==> config.mk <==
export PLATFORM = sky130hd
export DESIGN_NAME = twm_master
export DESIGN_NICKNAME = d
export VERILOG_FILES = /design/src/include/twm_pkg.sv /design/src/verilog/twm_master.sv
export SDC_FILE = /design/constraint.sdc
export NUM_CORES = 1
export LEC_CHECK = 0
export BUFFER_PORTS_ARGS = -buffer_cell sky130_fd_sc_hd__buf_2
export CELL_PAD_IN_SITES_DETAIL_PLACEMENT = 1
export CELL_PAD_IN_SITES_GLOBAL_PLACEMENT = 1
export CORE_UTILIZATION = 47
export DETAILED_ROUTE_END_ITERATION = 8
export GPL_TIMING_DRIVEN = 0
export PLACE_DENSITY = 0.93
export SETUP_SLACK_MARGIN = 0.02
export SYNTH_ARGS = -nofsm -noshare
export SYNTH_HDL_FRONTEND = slang
export SYNTH_SLANG_ARGS = --single-unit
==> constraint.sdc <==
create_clock -name sys_clk_i -period 5.25 [get_ports sys_clk_i]
set_input_delay 0.525 -clock sys_clk_i [delete_from_list [all_inputs] [get_ports sys_clk_i]]
set_output_delay 0.525 -clock sys_clk_i [all_outputs]
set_load 0.01 [all_outputs]
==> src/include/twm_pkg.sv <==
// constants and types shared by the two-wire master block
package twm_pkg;
	localparam int AW = 8;
	localparam logic [7:0] OFS_CTRL_ONE = 8'h00;
	localparam logic [7:0] OFS_CTRL_TWO = 8'h04;
	localparam logic [7:0] OFS_STATUS = 8'h08;
	localparam logic [7:0] OFS_ADDR = 8'h0C;
	localparam logic [7:0] OFS_DATA = 8'h10;
	localparam logic [7:0] OFS_BAUD = 8'h14;
	// master_ctrl_one fields
	localparam int C1_ENABLE = 0;
	localparam int C1_SMART = 1;
	// master_ctrl_two fields
	localparam int C2_CMD_LO = 0;
	localparam int C2_ACKACT = 2;
	localparam logic [1:0] CMD_NONE = 2'h0;
	localparam logic [1:0] CMD_RECV = 2'h2;
	localparam logic [1:0] CMD_STOP = 2'h3;
	// master_status_reg fields
	localparam int ST_LINE_LO = 0;
	localparam int ST_RXACK = 4;
	localparam int ST_BUSY = 5;
	localparam int ST_DONE = 6;
	localparam logic [1:0] LINE_UNKNOWN = 2'h0;
	localparam logic [1:0] LINE_IDLE = 2'h1;
	localparam logic [1:0] LINE_OWNER = 2'h2;
	localparam logic [1:0] LINE_BUSY = 2'h3;
	localparam logic [7:0] BAUD_RESET = 8'h13;
	localparam logic [1:0] ENABLE_SETTLE = 2'h2;
	typedef enum logic [3:0] {
		TWM_IDLE = 4'h0,
		TWM_RS_LO = 4'h1,
		TWM_ST_HI = 4'h2,
		TWM_ST_A = 4'h3,
		TWM_BIT_LO = 4'h4,
		TWM_BIT_HI = 4'h5,
		TWM_WAIT = 4'h6,
		TWM_SP_LO = 4'h7,
		TWM_SP_HI = 4'h8,
		TWM_SP_END = 4'h9,
		TWM_EX_LO = 4'hA,
		TWM_EX_HI = 4'hB
	} twm_state_t;
endpackage : twm_pkg

==> src/verilog/twm_master.sv <==
// two-wire bus master with APB register access and bus monitor
//
// Chosen here: register access over APB and the register addresses.
`timescale 1ns/1ps
`default_nettype none
module twm_master (
	input wire logic sys_clk_i,
	input wire logic rst_n_i,
	input wire logic psel_i,
	input wire logic penable_i,
	input wire logic pwrite_i,
	input wire logic [twm_pkg::AW-1:0] paddr_i,
	input wire logic [31:0] pwdata_i,
	output logic [31:0] prdata_o,
	output logic pready_o,
	output logic pslverr_o,
	input wire logic scl_i,
	output logic scl_o,
	output logic scl_oe_o,
	input wire logic sda_i,
	output logic sda_o,
	output logic sda_oe_o
);
	twm_pkg::twm_state_t state_q;
	logic [1:0] scl_sy_q, sda_sy_q;
	logic scl_s, sda_s, sda_prev_q;
	logic enable_q, smart_q, ackact_q, rxack_q, done_q, rx_q, misread_q;
	logic [1:0] line_q, en_age_q;
	logic [7:0] baud_q, cnt_q, addr_q, data_q, sh_q, rxdata_q;
	logic [3:0] bit_q;
	logic go_addr_q, go_data_q, go_recv_q, go_stop_q;
	logic scl_oe_q, sda_oe_q, pready_q, pslverr_q;
	logic [31:0] prdata_q;
	logic acc, wr, rd, tick, start_ev, stop_ev, mapped;

	function automatic logic is_mapped(input logic [7:0] a);
		is_mapped = (a == twm_pkg::OFS_CTRL_ONE) || (a == twm_pkg::OFS_CTRL_TWO)
			|| (a == twm_pkg::OFS_STATUS) || (a == twm_pkg::OFS_ADDR)
			|| (a == twm_pkg::OFS_DATA) || (a == twm_pkg::OFS_BAUD);
	endfunction : is_mapped

	assign acc = psel_i && penable_i && pready_q;
	assign wr = acc && pwrite_i && mapped;
	assign rd = acc && !pwrite_i && mapped;
	assign mapped = is_mapped(paddr_i);
	assign scl_s = scl_sy_q[1];
	assign sda_s = sda_sy_q[1];
	assign tick = (cnt_q == baud_q);
	assign start_ev = sda_prev_q && !sda_s && scl_s;
	assign stop_ev = !sda_prev_q && sda_s && scl_s;

	// pins are open drain: only ever pulled low
	assign scl_o = 1'b0;
	assign sda_o = 1'b0;
	assign scl_oe_o = scl_oe_q;
	assign sda_oe_o = sda_oe_q;
	assign prdata_o = prdata_q;
	assign pready_o = pready_q;
	assign pslverr_o = pslverr_q;

	always_ff @(posedge sys_clk_i or negedge rst_n_i)
	begin
		if (!rst_n_i)
		begin
			scl_sy_q <= 2'h3;
			sda_sy_q <= 2'h3;
			sda_prev_q <= 1'b1;
		end
		else
		begin
			scl_sy_q <= {scl_sy_q[0], scl_i};
			sda_sy_q <= {sda_sy_q[0], sda_i};
			sda_prev_q <= sda_s;
		end
	end

	// apb slave: one wait-free access phase, error on unmapped offsets
	always_ff @(posedge sys_clk_i or negedge rst_n_i)
	begin
		if (!rst_n_i)
		begin
			pready_q <= 1'b0;
			pslverr_q <= 1'b0;
			prdata_q <= 32'h0000_0000;
		end
		else
		begin
			pready_q <= psel_i && !penable_i && !pready_q;
			pslverr_q <= psel_i && !penable_i && !is_mapped(paddr_i);
			prdata_q <= 32'h0000_0000;
			if (psel_i && !penable_i && !pwrite_i)
			begin
				unique case (paddr_i)
					twm_pkg::OFS_CTRL_ONE:
						prdata_q[1:0] <= {smart_q, enable_q};
					twm_pkg::OFS_CTRL_TWO:
						prdata_q[twm_pkg::C2_ACKACT] <= ackact_q;
					twm_pkg::OFS_STATUS:
						prdata_q[6:0] <= {done_q, state_q != twm_pkg::TWM_IDLE,
							rxack_q, 2'h0, line_q};
					twm_pkg::OFS_ADDR: prdata_q[7:0] <= addr_q;
					twm_pkg::OFS_DATA: prdata_q[7:0] <= rxdata_q;
					twm_pkg::OFS_BAUD: prdata_q[7:0] <= baud_q;
					default: prdata_q <= 32'h0000_0000;
				endcase
			end
		end
	end

	// control registers and one-cycle command pulses
	always_ff @(posedge sys_clk_i or negedge rst_n_i)
	begin
		if (!rst_n_i)
		begin
			enable_q <= 1'b0;
			smart_q <= 1'b0;
			ackact_q <= 1'b0;
			baud_q <= twm_pkg::BAUD_RESET;
			addr_q <= 8'h00;
			data_q <= 8'h00;
			go_addr_q <= 1'b0;
			go_data_q <= 1'b0;
			go_recv_q <= 1'b0;
			go_stop_q <= 1'b0;
		end
		else
		begin
			go_addr_q <= 1'b0;
			go_data_q <= 1'b0;
			go_recv_q <= rd && (paddr_i == twm_pkg::OFS_DATA) && smart_q
				&& rx_q && state_q == twm_pkg::TWM_WAIT;
			go_stop_q <= 1'b0;
			if (wr)
			begin
				unique case (paddr_i)
					twm_pkg::OFS_CTRL_ONE:
					begin
						// quick command bit has no storage
						enable_q <= pwdata_i[twm_pkg::C1_ENABLE];
						smart_q <= pwdata_i[twm_pkg::C1_SMART];
					end
					twm_pkg::OFS_CTRL_TWO:
					begin
						// timeout selection bits are dropped
						ackact_q <= pwdata_i[twm_pkg::C2_ACKACT];
						go_recv_q <= pwdata_i[1:0] == twm_pkg::CMD_RECV;
						go_stop_q <= pwdata_i[1:0] == twm_pkg::CMD_STOP;
					end
					twm_pkg::OFS_ADDR:
					begin
						addr_q <= pwdata_i[7:0];
						go_addr_q <= 1'b1;
					end
					twm_pkg::OFS_DATA:
					begin
						data_q <= pwdata_i[7:0];
						go_data_q <= 1'b1;
					end
					twm_pkg::OFS_BAUD: baud_q <= pwdata_i[7:0];
					default: baud_q <= baud_q;
				endcase
			end
		end
	end

	// cycles since enable, saturating; address write inside window is flawed
	always_ff @(posedge sys_clk_i or negedge rst_n_i)
	begin
		if (!rst_n_i)
		begin
			en_age_q <= 2'h0;
			misread_q <= 1'b0;
		end
		else
		begin
			if (!enable_q)
				en_age_q <= 2'h0;
			else if (en_age_q != twm_pkg::ENABLE_SETTLE)
				en_age_q <= en_age_q + 2'h1;
			if (!enable_q || (start_ev && misread_q))
				misread_q <= 1'b0;
			else if (wr && paddr_i == twm_pkg::OFS_ADDR
				&& en_age_q < twm_pkg::ENABLE_SETTLE)
				misread_q <= 1'b1;
		end
	end

	// bus monitor: line condition field; kept while disabled so that it
	// can be forced idle before enabling and an early address still starts
	always_ff @(posedge sys_clk_i or negedge rst_n_i)
	begin
		if (!rst_n_i)
			line_q <= twm_pkg::LINE_UNKNOWN;
		else if (enable_q && (stop_ev || (start_ev && misread_q)))
			line_q <= twm_pkg::LINE_IDLE;
		else if (enable_q && start_ev)
			line_q <= (state_q != twm_pkg::TWM_IDLE) ? twm_pkg::LINE_OWNER
				: twm_pkg::LINE_BUSY;
		else if (wr && paddr_i == twm_pkg::OFS_STATUS
			&& pwdata_i[1:0] == twm_pkg::LINE_IDLE)
			line_q <= twm_pkg::LINE_IDLE;
	end

	// done flag: set by byte end, cleared by writing one, set wins
	always_ff @(posedge sys_clk_i or negedge rst_n_i)
	begin
		if (!rst_n_i)
			done_q <= 1'b0;
		else if (state_q == twm_pkg::TWM_BIT_HI && tick && scl_s && bit_q == 4'h8)
			done_q <= 1'b1;
		else if (wr && paddr_i == twm_pkg::OFS_STATUS && pwdata_i[twm_pkg::ST_DONE])
			done_q <= 1'b0;
	end

	// bit engine and pin drivers
	always_ff @(posedge sys_clk_i or negedge rst_n_i)
	begin
		if (!rst_n_i)
		begin
			state_q <= twm_pkg::TWM_IDLE;
			cnt_q <= 8'h00;
			bit_q <= 4'h0;
			sh_q <= 8'h00;
			rx_q <= 1'b0;
			rxack_q <= 1'b0;
			rxdata_q <= 8'h00;
			scl_oe_q <= 1'b0;
			sda_oe_q <= 1'b0;
		end
		else if (!enable_q)
		begin
			state_q <= twm_pkg::TWM_IDLE;
			cnt_q <= 8'h00;
			scl_oe_q <= 1'b0;
			sda_oe_q <= 1'b0;
		end
		else
		begin
			// timer restarts from zero while a slave stretches scl
			cnt_q <= (tick || (!scl_s && !scl_oe_q)) ? 8'h00 : cnt_q + 8'h01;
			unique case (state_q)
				twm_pkg::TWM_IDLE, twm_pkg::TWM_WAIT:
				begin
					cnt_q <= 8'h00;
					if (go_addr_q && (line_q == twm_pkg::LINE_IDLE
						|| state_q == twm_pkg::TWM_WAIT))
					begin
						sh_q <= addr_q;
						rx_q <= 1'b0;
						state_q <= (state_q == twm_pkg::TWM_WAIT)
							? twm_pkg::TWM_RS_LO : twm_pkg::TWM_ST_HI;
					end
					else if (state_q == twm_pkg::TWM_WAIT && go_stop_q)
						state_q <= twm_pkg::TWM_SP_LO;
					else if (state_q == twm_pkg::TWM_WAIT
						&& ((go_data_q && !rx_q) || (go_recv_q && rx_q)))
					begin
						sh_q <= data_q;
						bit_q <= 4'h0;
						state_q <= twm_pkg::TWM_BIT_LO;
					end
				end
				twm_pkg::TWM_RS_LO:
				begin
					scl_oe_q <= 1'b1;
					sda_oe_q <= 1'b0;
					if (tick)
						state_q <= twm_pkg::TWM_ST_HI;
				end
				twm_pkg::TWM_ST_HI:
				begin
					scl_oe_q <= 1'b0;
					if (tick)
						state_q <= twm_pkg::TWM_ST_A;
				end
				twm_pkg::TWM_ST_A:
				begin
					sda_oe_q <= 1'b1;
					bit_q <= 4'h0;
					if (tick)
						state_q <= twm_pkg::TWM_BIT_LO;
				end
				twm_pkg::TWM_BIT_LO:
				begin
					scl_oe_q <= 1'b1;
					// data moves one cycle after scl falls: keeps hold time
					if (scl_oe_q && bit_q < 4'h8)
						sda_oe_q <= !rx_q && !sh_q[7];
					else if (scl_oe_q)
						sda_oe_q <= rx_q && !ackact_q;
					if (tick)
						state_q <= twm_pkg::TWM_BIT_HI;
				end
				twm_pkg::TWM_BIT_HI:
				begin
					scl_oe_q <= 1'b0;
					if (tick)
					begin
						bit_q <= bit_q + 4'h1;
						state_q <= twm_pkg::TWM_BIT_LO;
						if (bit_q < 4'h8)
							sh_q <= {sh_q[6:0], sda_s};
						else
						begin
							scl_oe_q <= 1'b1;
							state_q <= twm_pkg::TWM_WAIT;
							if (rx_q)
								rxdata_q <= sh_q;
							else
								rxack_q <= sda_s;
							if (rx_q && ackact_q && smart_q)
								state_q <= twm_pkg::TWM_EX_LO;
							else if (!rx_q && !sda_s && sh_q == addr_q
								&& addr_q[0])
							begin
								// read address acknowledged: fetch first byte
								rx_q <= 1'b1;
								bit_q <= 4'h0;
								state_q <= twm_pkg::TWM_BIT_LO;
							end
						end
					end
				end
				twm_pkg::TWM_EX_LO:
				begin
					scl_oe_q <= 1'b1;
					sda_oe_q <= 1'b0;
					if (tick)
						state_q <= twm_pkg::TWM_EX_HI;
				end
				twm_pkg::TWM_EX_HI:
				begin
					scl_oe_q <= 1'b0;
					if (tick)
					begin
						scl_oe_q <= 1'b1;
						state_q <= twm_pkg::TWM_WAIT;
					end
				end
				twm_pkg::TWM_SP_LO:
				begin
					scl_oe_q <= 1'b1;
					sda_oe_q <= 1'b1;
					if (tick)
						state_q <= twm_pkg::TWM_SP_HI;
				end
				twm_pkg::TWM_SP_HI:
				begin
					scl_oe_q <= 1'b0;
					if (tick)
						state_q <= twm_pkg::TWM_SP_END;
				end
				twm_pkg::TWM_SP_END:
				begin
					sda_oe_q <= 1'b0;
					if (tick)
						state_q <= twm_pkg::TWM_IDLE;
				end
				default: state_q <= twm_pkg::TWM_IDLE;
			endcase
		end
	end
endmodule : twm_master
`default_nettype wire

# == Yosys cells after proc, flatten, opt, wreduce, memory -nomap -nowiden ==
# Cells that the tools add are included.
# totals
ff_bits,112
input_bits,47
out_inout_bits,38
# classes
n_addsub,3
order_cmp,2
eq_ne,50
muxes,74
bitwise_logic,2
reduce_logical,90
# op_table
operator,n
2-to-1 mux 4 bit,23
2-to-1 mux 8 bit,9
one-hot mux 4 bit (11 select lines),1
logical AND 1 bit,43
"inequality test 3 bit, second input constant",12
2-to-1 mux 1 bit,25
"== test 4 bit, second input constant",5
"== test 4 x 3 -> 1 bit, second input constant",4
"== test 8 x 4 -> 1 bit, second input constant",2
"== test 8 x 5 -> 1 bit, second input constant",2
== test 8 bit,2
"inequality test 2 bit, second input constant",8
one-hot mux 4 bit (4 select lines),1
one-hot mux 8 bit (2 select lines),1
2-to-1 mux 2 bit,7
zero test 1 bit,12
one-hot mux 4 bit (3 select lines),1
AND reduction 2 bit,6
AND reduction 6 bit,2
AND reduction 11 bit,1
logical OR 1 bit,10
one-hot mux 2 bit (5 select lines),1
AND reduction 5 bit,2
"adder 8 x 1 -> 8 bit, second input constant",1
other kinds (27),40

# == Longest topological paths before layout ==
# logic_depth
depth_word,13
mapped_depth,7
mapped_depth_nobuf,5

# == Worst setup path before layout ==
# No wires, ideal clock.
# synth_path
path_kind,in2reg
from,input port paddr_i[0] (netlist bit)
to,register ackact_q
t_arrival_ns,2.028
required_ns,5.125
setup_slack_ns,3.097
path_stages,4
cell_sequence,or4_4 -> nor4_1 -> nor2b_1 -> mux2_2
# synth_between
elab_chain_cells,8
# synth_lines
element,line,source
from (decl),twm_master.sv:12,"input wire logic [twm_pkg::AW-1:0] paddr_i,"
== test 8 x 3 -> 1 bit / zero test 8 bit (equally long branches),"twm_master.sv:37, twm_master.sv:135",
logical OR 1 bit,twm_master.sv:37,is_mapped = (a == twm_pkg::OFS_CTRL_ONE) || (a == twm_pkg::OFS_CTRL_TWO)
logical OR 1 bit (2 in series),twm_master.sv:38,|| (a == twm_pkg::OFS_STATUS) || (a == twm_pkg::OFS_ADDR)
logical OR 1 bit (2 in series),twm_master.sv:39,|| (a == twm_pkg::OFS_DATA) || (a == twm_pkg::OFS_BAUD);
logical AND 1 bit,twm_master.sv:43,assign wr = acc && pwrite_i && mapped;
AND reduction 2 bit (no source line) *,-,
to (signal assigned),twm_master.sv:145,ackact_q <= pwdata_i[twm_pkg::C2_ACKACT];
to (decl),twm_master.sv:27,"logic enable_q, smart_q, ackact_q, rxack_q, done_q, rx_q, misread_q;"
# Mark *: on every way between the ends. The rest lies on a longest branch, timed or not.
# A chain may end at the register's enable or synchronous reset.

# == Final worst setup path ==
# layout_path
from,register state_q[0]
to,register state_q[2]
# layout_between
elab_chain_cells,6
# layout_lines
element,line,source
from (decl),twm_master.sv:24,twm_pkg::twm_state_t state_q;
from (signal assigned),twm_master.sv:220,state_q <= twm_pkg::TWM_IDLE;
from (signal assigned),twm_master.sv:232,state_q <= twm_pkg::TWM_IDLE;
from (signal assigned),twm_master.sv:250,state_q <= (state_q == twm_pkg::TWM_WAIT)
== test 4 x 3 -> 1 bit,-,
logical AND 1 bit / logical OR 1 bit (equally long branches),"twm_master.sv:253, twm_master.sv:246",
2-to-1 mux 4 bit / logical AND 1 bit (equally long branches),"twm_master.sv:253, twm_master.sv:245",
2-to-1 mux 4 bit,twm_master.sv:245,if (go_addr_q && (line_q == twm_pkg::LINE_IDLE
one-hot mux 4 bit (11 select lines),twm_master.sv:241,unique case (state_q)
2-to-1 mux 4 bit,twm_master.sv:230,else if (!enable_q)
# Several ways; a longest one is shown, not always the timed one.

==> results by group <==
Placement
  – Placed cell areas: 0.005341 mm^2
  – Dpl hpwl: 10.27 mm
  – Dpl cells: 655
  – I/O Buffers: 32
  – Gpl congestion: 0.8505

Setup path
  – Top cell by count, worst path: o21ai_0
  – Crit-path max FO: 10
  – Reg-to-Reg Start: state_q[0]
  – Critical-path top delay cell: a221oi_2
  – Worst path max stage delay: 600 ps
  – R2R Path End: state_q[2]
  – Arrival time at the worst endpoint: 2860 ps
  – Required time worst endpoint: 5530 ps
  – Reg2reg path depth: 6
  – Flop2flop setup slack: 2670 ps
  – Critical path origin: state_q[0]
  – CP Cell Sequence: buf_2, nor4_2, o21ai_0, a221oi_2, o21ai_0, a21oi_1
  – CP Launch Type: flop
  – Crit. End Element: flop
  – Crit path kind: reg -> reg
  – Worst setup path end: state_q[2]

Route
  – Pre-Repair DR Iteration Count: 5
  – Post-detailed-route count of antenna-violating nets: 0
  – DRC errors left: 0
  – Vias per cell: 5.936
  – Initial drt markers: 274
  – Vias: 3983
  – Wire length per cell: 21.01 um
  – Final wirelength: 14.10 mm

Logic synthesis
  – Area leader, netlist: dfrtp_1
  – Ys Warns: 0
  – Syn Inst Count: 464
  – Post-synth EDFFs: 0
  – Sequential fraction of the synthesis area: 45.23%
  – Synth area leaders: dfrtp_1 41%, mux2_2 8.1%, buf_4 4.3%
  – Syn avg cell area: 10.54 um^2
  – Synth cell types: 68
  – Post-synth ARST share: 100.0%
  – Post-synth top area share: 40.93%
  – Register bit total from synthesis: 88
  – Prevailing post-synth register cell: dfrtp_1
  – Synth Cell Area: 0.004891 mm^2

Clock network
  – CTS Root Cell: clkbuf_8
  – CTS tree: built
  – Clock latency on the worst-skew pair: 360 ps
  – Clock Path Buffers: 2
  – Clk slew on worst S/H paths: 90 ps
  – H-tree levels: 3
  – Post-CTS Setup Inserts: 0
  – Cts repair resizes: 0
  – CTS sink count: 88
  – Hold-fix buffers, CTS: 0
  – Number of CTS-inserted buffers: 9

Pwr
  – Net switching power: 0.2996 mW
  – Clock power share: 38.9%
  – Reg power frac: 55.1%
  – P per Cell Area: 224.7 mW/mm^2
  – P_leak: 2.746 nW
  – Internal Power: 0.9452 mW
  – Comb power frac: 6.0%
  – Sw frac: 24.07%
  – Peak supply drop: 0.0001236 V
  – PnR Total Power: 1.245 mW

Global route
  – Initial antenna violation count: 0
  – Vias in the first global route: 4193
  – First-pass GRT wire length: 22.74 mm
  – GR Overflow Total: 0
  – Pin count of the biggest net entering global routing: 61
  – GRT Total Usage: 27.29%

Finish
  – Final instance area: 0.005540 mm^2
  – Final net count: 584
  – ANT cells: 0
  – Post-route insts no fill: 671
  – Area Growth Syn to Fin: 13.28%
  – Share of layout cells above drive strength 1: 27.32%

Floorplan
  – Chip height: 104.0 um
  – Chip width: 104.0 um
  – Ports: 85
  – Placeable Area: 0.009910 mm^2
  – Starting Density: 49.36%
  – Die ar.: 0.01082 mm^2
  – Num rows: 36

Timing
  – Minimum clock period: 2581 ps
  – Setup TNS: 0 ps
  – Fin. Hold Viols: 0
  – RSZ-0062 raised after global routing: no
  – Final Max Tran Viols: 0
  – Maximum operating frequency: 387.5 MHz
  – Tcrit/Tclk final: 49.16%
  – Slew margin rel.: 36.31%
  – Clock Skew: 8.293 ps
  – Hold slack: 77.84 ps
  – Final setup vio count: 0
  – Tightest Pin Transition: 954.4 ps

Run status
  – Outcome: complete, no violations

Flow run
  – MaxCap Viol Count: 0

Worst hold path
  – Worst Hold Class: in -> async
-- logic make-up after synthesis --
group	count (synthesis)	share of synthesized area (%)
buf+inv	63	7.137
other cells	1	0.07667
compound gates	78	11.18
flops	88	45.23
mux	63	14.66
fa+ha+maj	4	1.023
xor+xnor	26	4.656
simple gates	141	16.04
-- worst max-delay path, delay by kind of cell, from the launching register on --
family / cells / cell delay [ps]
flip-flops: 1 / 390
AO/OA/AOI/OAI: 4 / 1330
buffers and inverters: 1 / 180
AND/OR/NAND/NOR: 1 / 590
-- state kept, by name (all words and copies together) (netlist names), 8 cells and up --
| name | cells |
|---|---|
| rxdata_q | 8 |
| cnt_q | 8 |
| sh_q | 8 |
| data_q | 8 |
| baud_q | 8 |
| prdata_o | 8 |
| addr_q | 8 |
-- synthesized netlist by cell type (5+ instances only) --
cell,instances
mux2i_1,18
nor3_1,5
a21oi_1,13
xor2_1,24
dfstp_2,8
mux2_2,35
buf_2,6
mux2_4,8
nor2b_1,6
o21ai_0,24
buf_4,28
inv_1,16
and3_1,5
nand2_1,28
nor2_1,38
nand3_1,18
clkbuf_1,9
nor4_1,6
dfrtp_1,80
a22oi_1,6
nand4_1,6
-- power by group through the flow --
stage / logic [mW] / clock network, mW / registers (mW)
after CTS: 0.0742 / 0.488 / 0.686
after global placement: 0.0685 / 0 / 0.699
after global routing: 0.0818 / 0.510 / 0.687
after detailed placement: 0.0737 / 0 / 0.699
after floorplan: 0.0385 / 0 / 0.699
final: 0.0747 / 0.484 / 0.686
-- worst min-delay path by stage --
stage	end	slack [ps]	depth (start not counted)
final	addr_q[4]	80	1
after global routing	data_q[4]	100	1
after CTS	addr_q[4]	80	1
after detailed placement	scl_sy_q[1]	350	0
after global placement	scl_sy_q[1]	350	0
after floorplan	ackact_q	230	0
-- metrics by stage --
stage | setup slack, ps | utilization [%]
global route | 2494 | 55.91
floorplan | 3097 | -
global placement | 2726 | 53.60
CTS | 2718 | 55.91
detailed placement | 2637 | 53.90
finish | 2669 | 55.91
-- cells in the final DEF, fill, tap and decap left out, drive strengths merged, types with 3 or more instances in the layout --
cell type / n
inv: 16
nand2: 30
ha: 4
dfrtp: 80
buf: 70
nor2: 38
mux2: 45
mux2i: 18
a32oi: 3
nor2b: 6
nand2b: 4
and3: 5
clkbuf: 21
nor4: 9
o211ai: 3
nand4: 6
a22oi: 6
dfstp: 8
xor2: 24
a31oi: 3
or4: 5
nand3: 19
conb: 26
a21oi: 13
and2: 3
nor3: 6
o21ai: 25
-- layer usage --
metal / track usage (%) / part of all wire, % / vias up
li1: - / - / 1757
met1: 34.99 / 42 / 1994
met2: 44.00 / 48 / 183
met3: 3.947 / 5.7 / 49
met4: 16.02 / 4.9 / 0
met5: 0 / 0 / -
-- final cells by class --
type	count	area (um^2)
Buffer	46	285.3
Tap cell	133	166.4
Multi-Input combinational cell	338	2424
Sequential cell	88	2212
Fill cell	1113	4369
Timing Repair Buffer	33	190.2
Clock inverter	4	53.80
Inverter	17	63.81
Clock buffer	12	145.1
(Power assumes the default switching activity.)
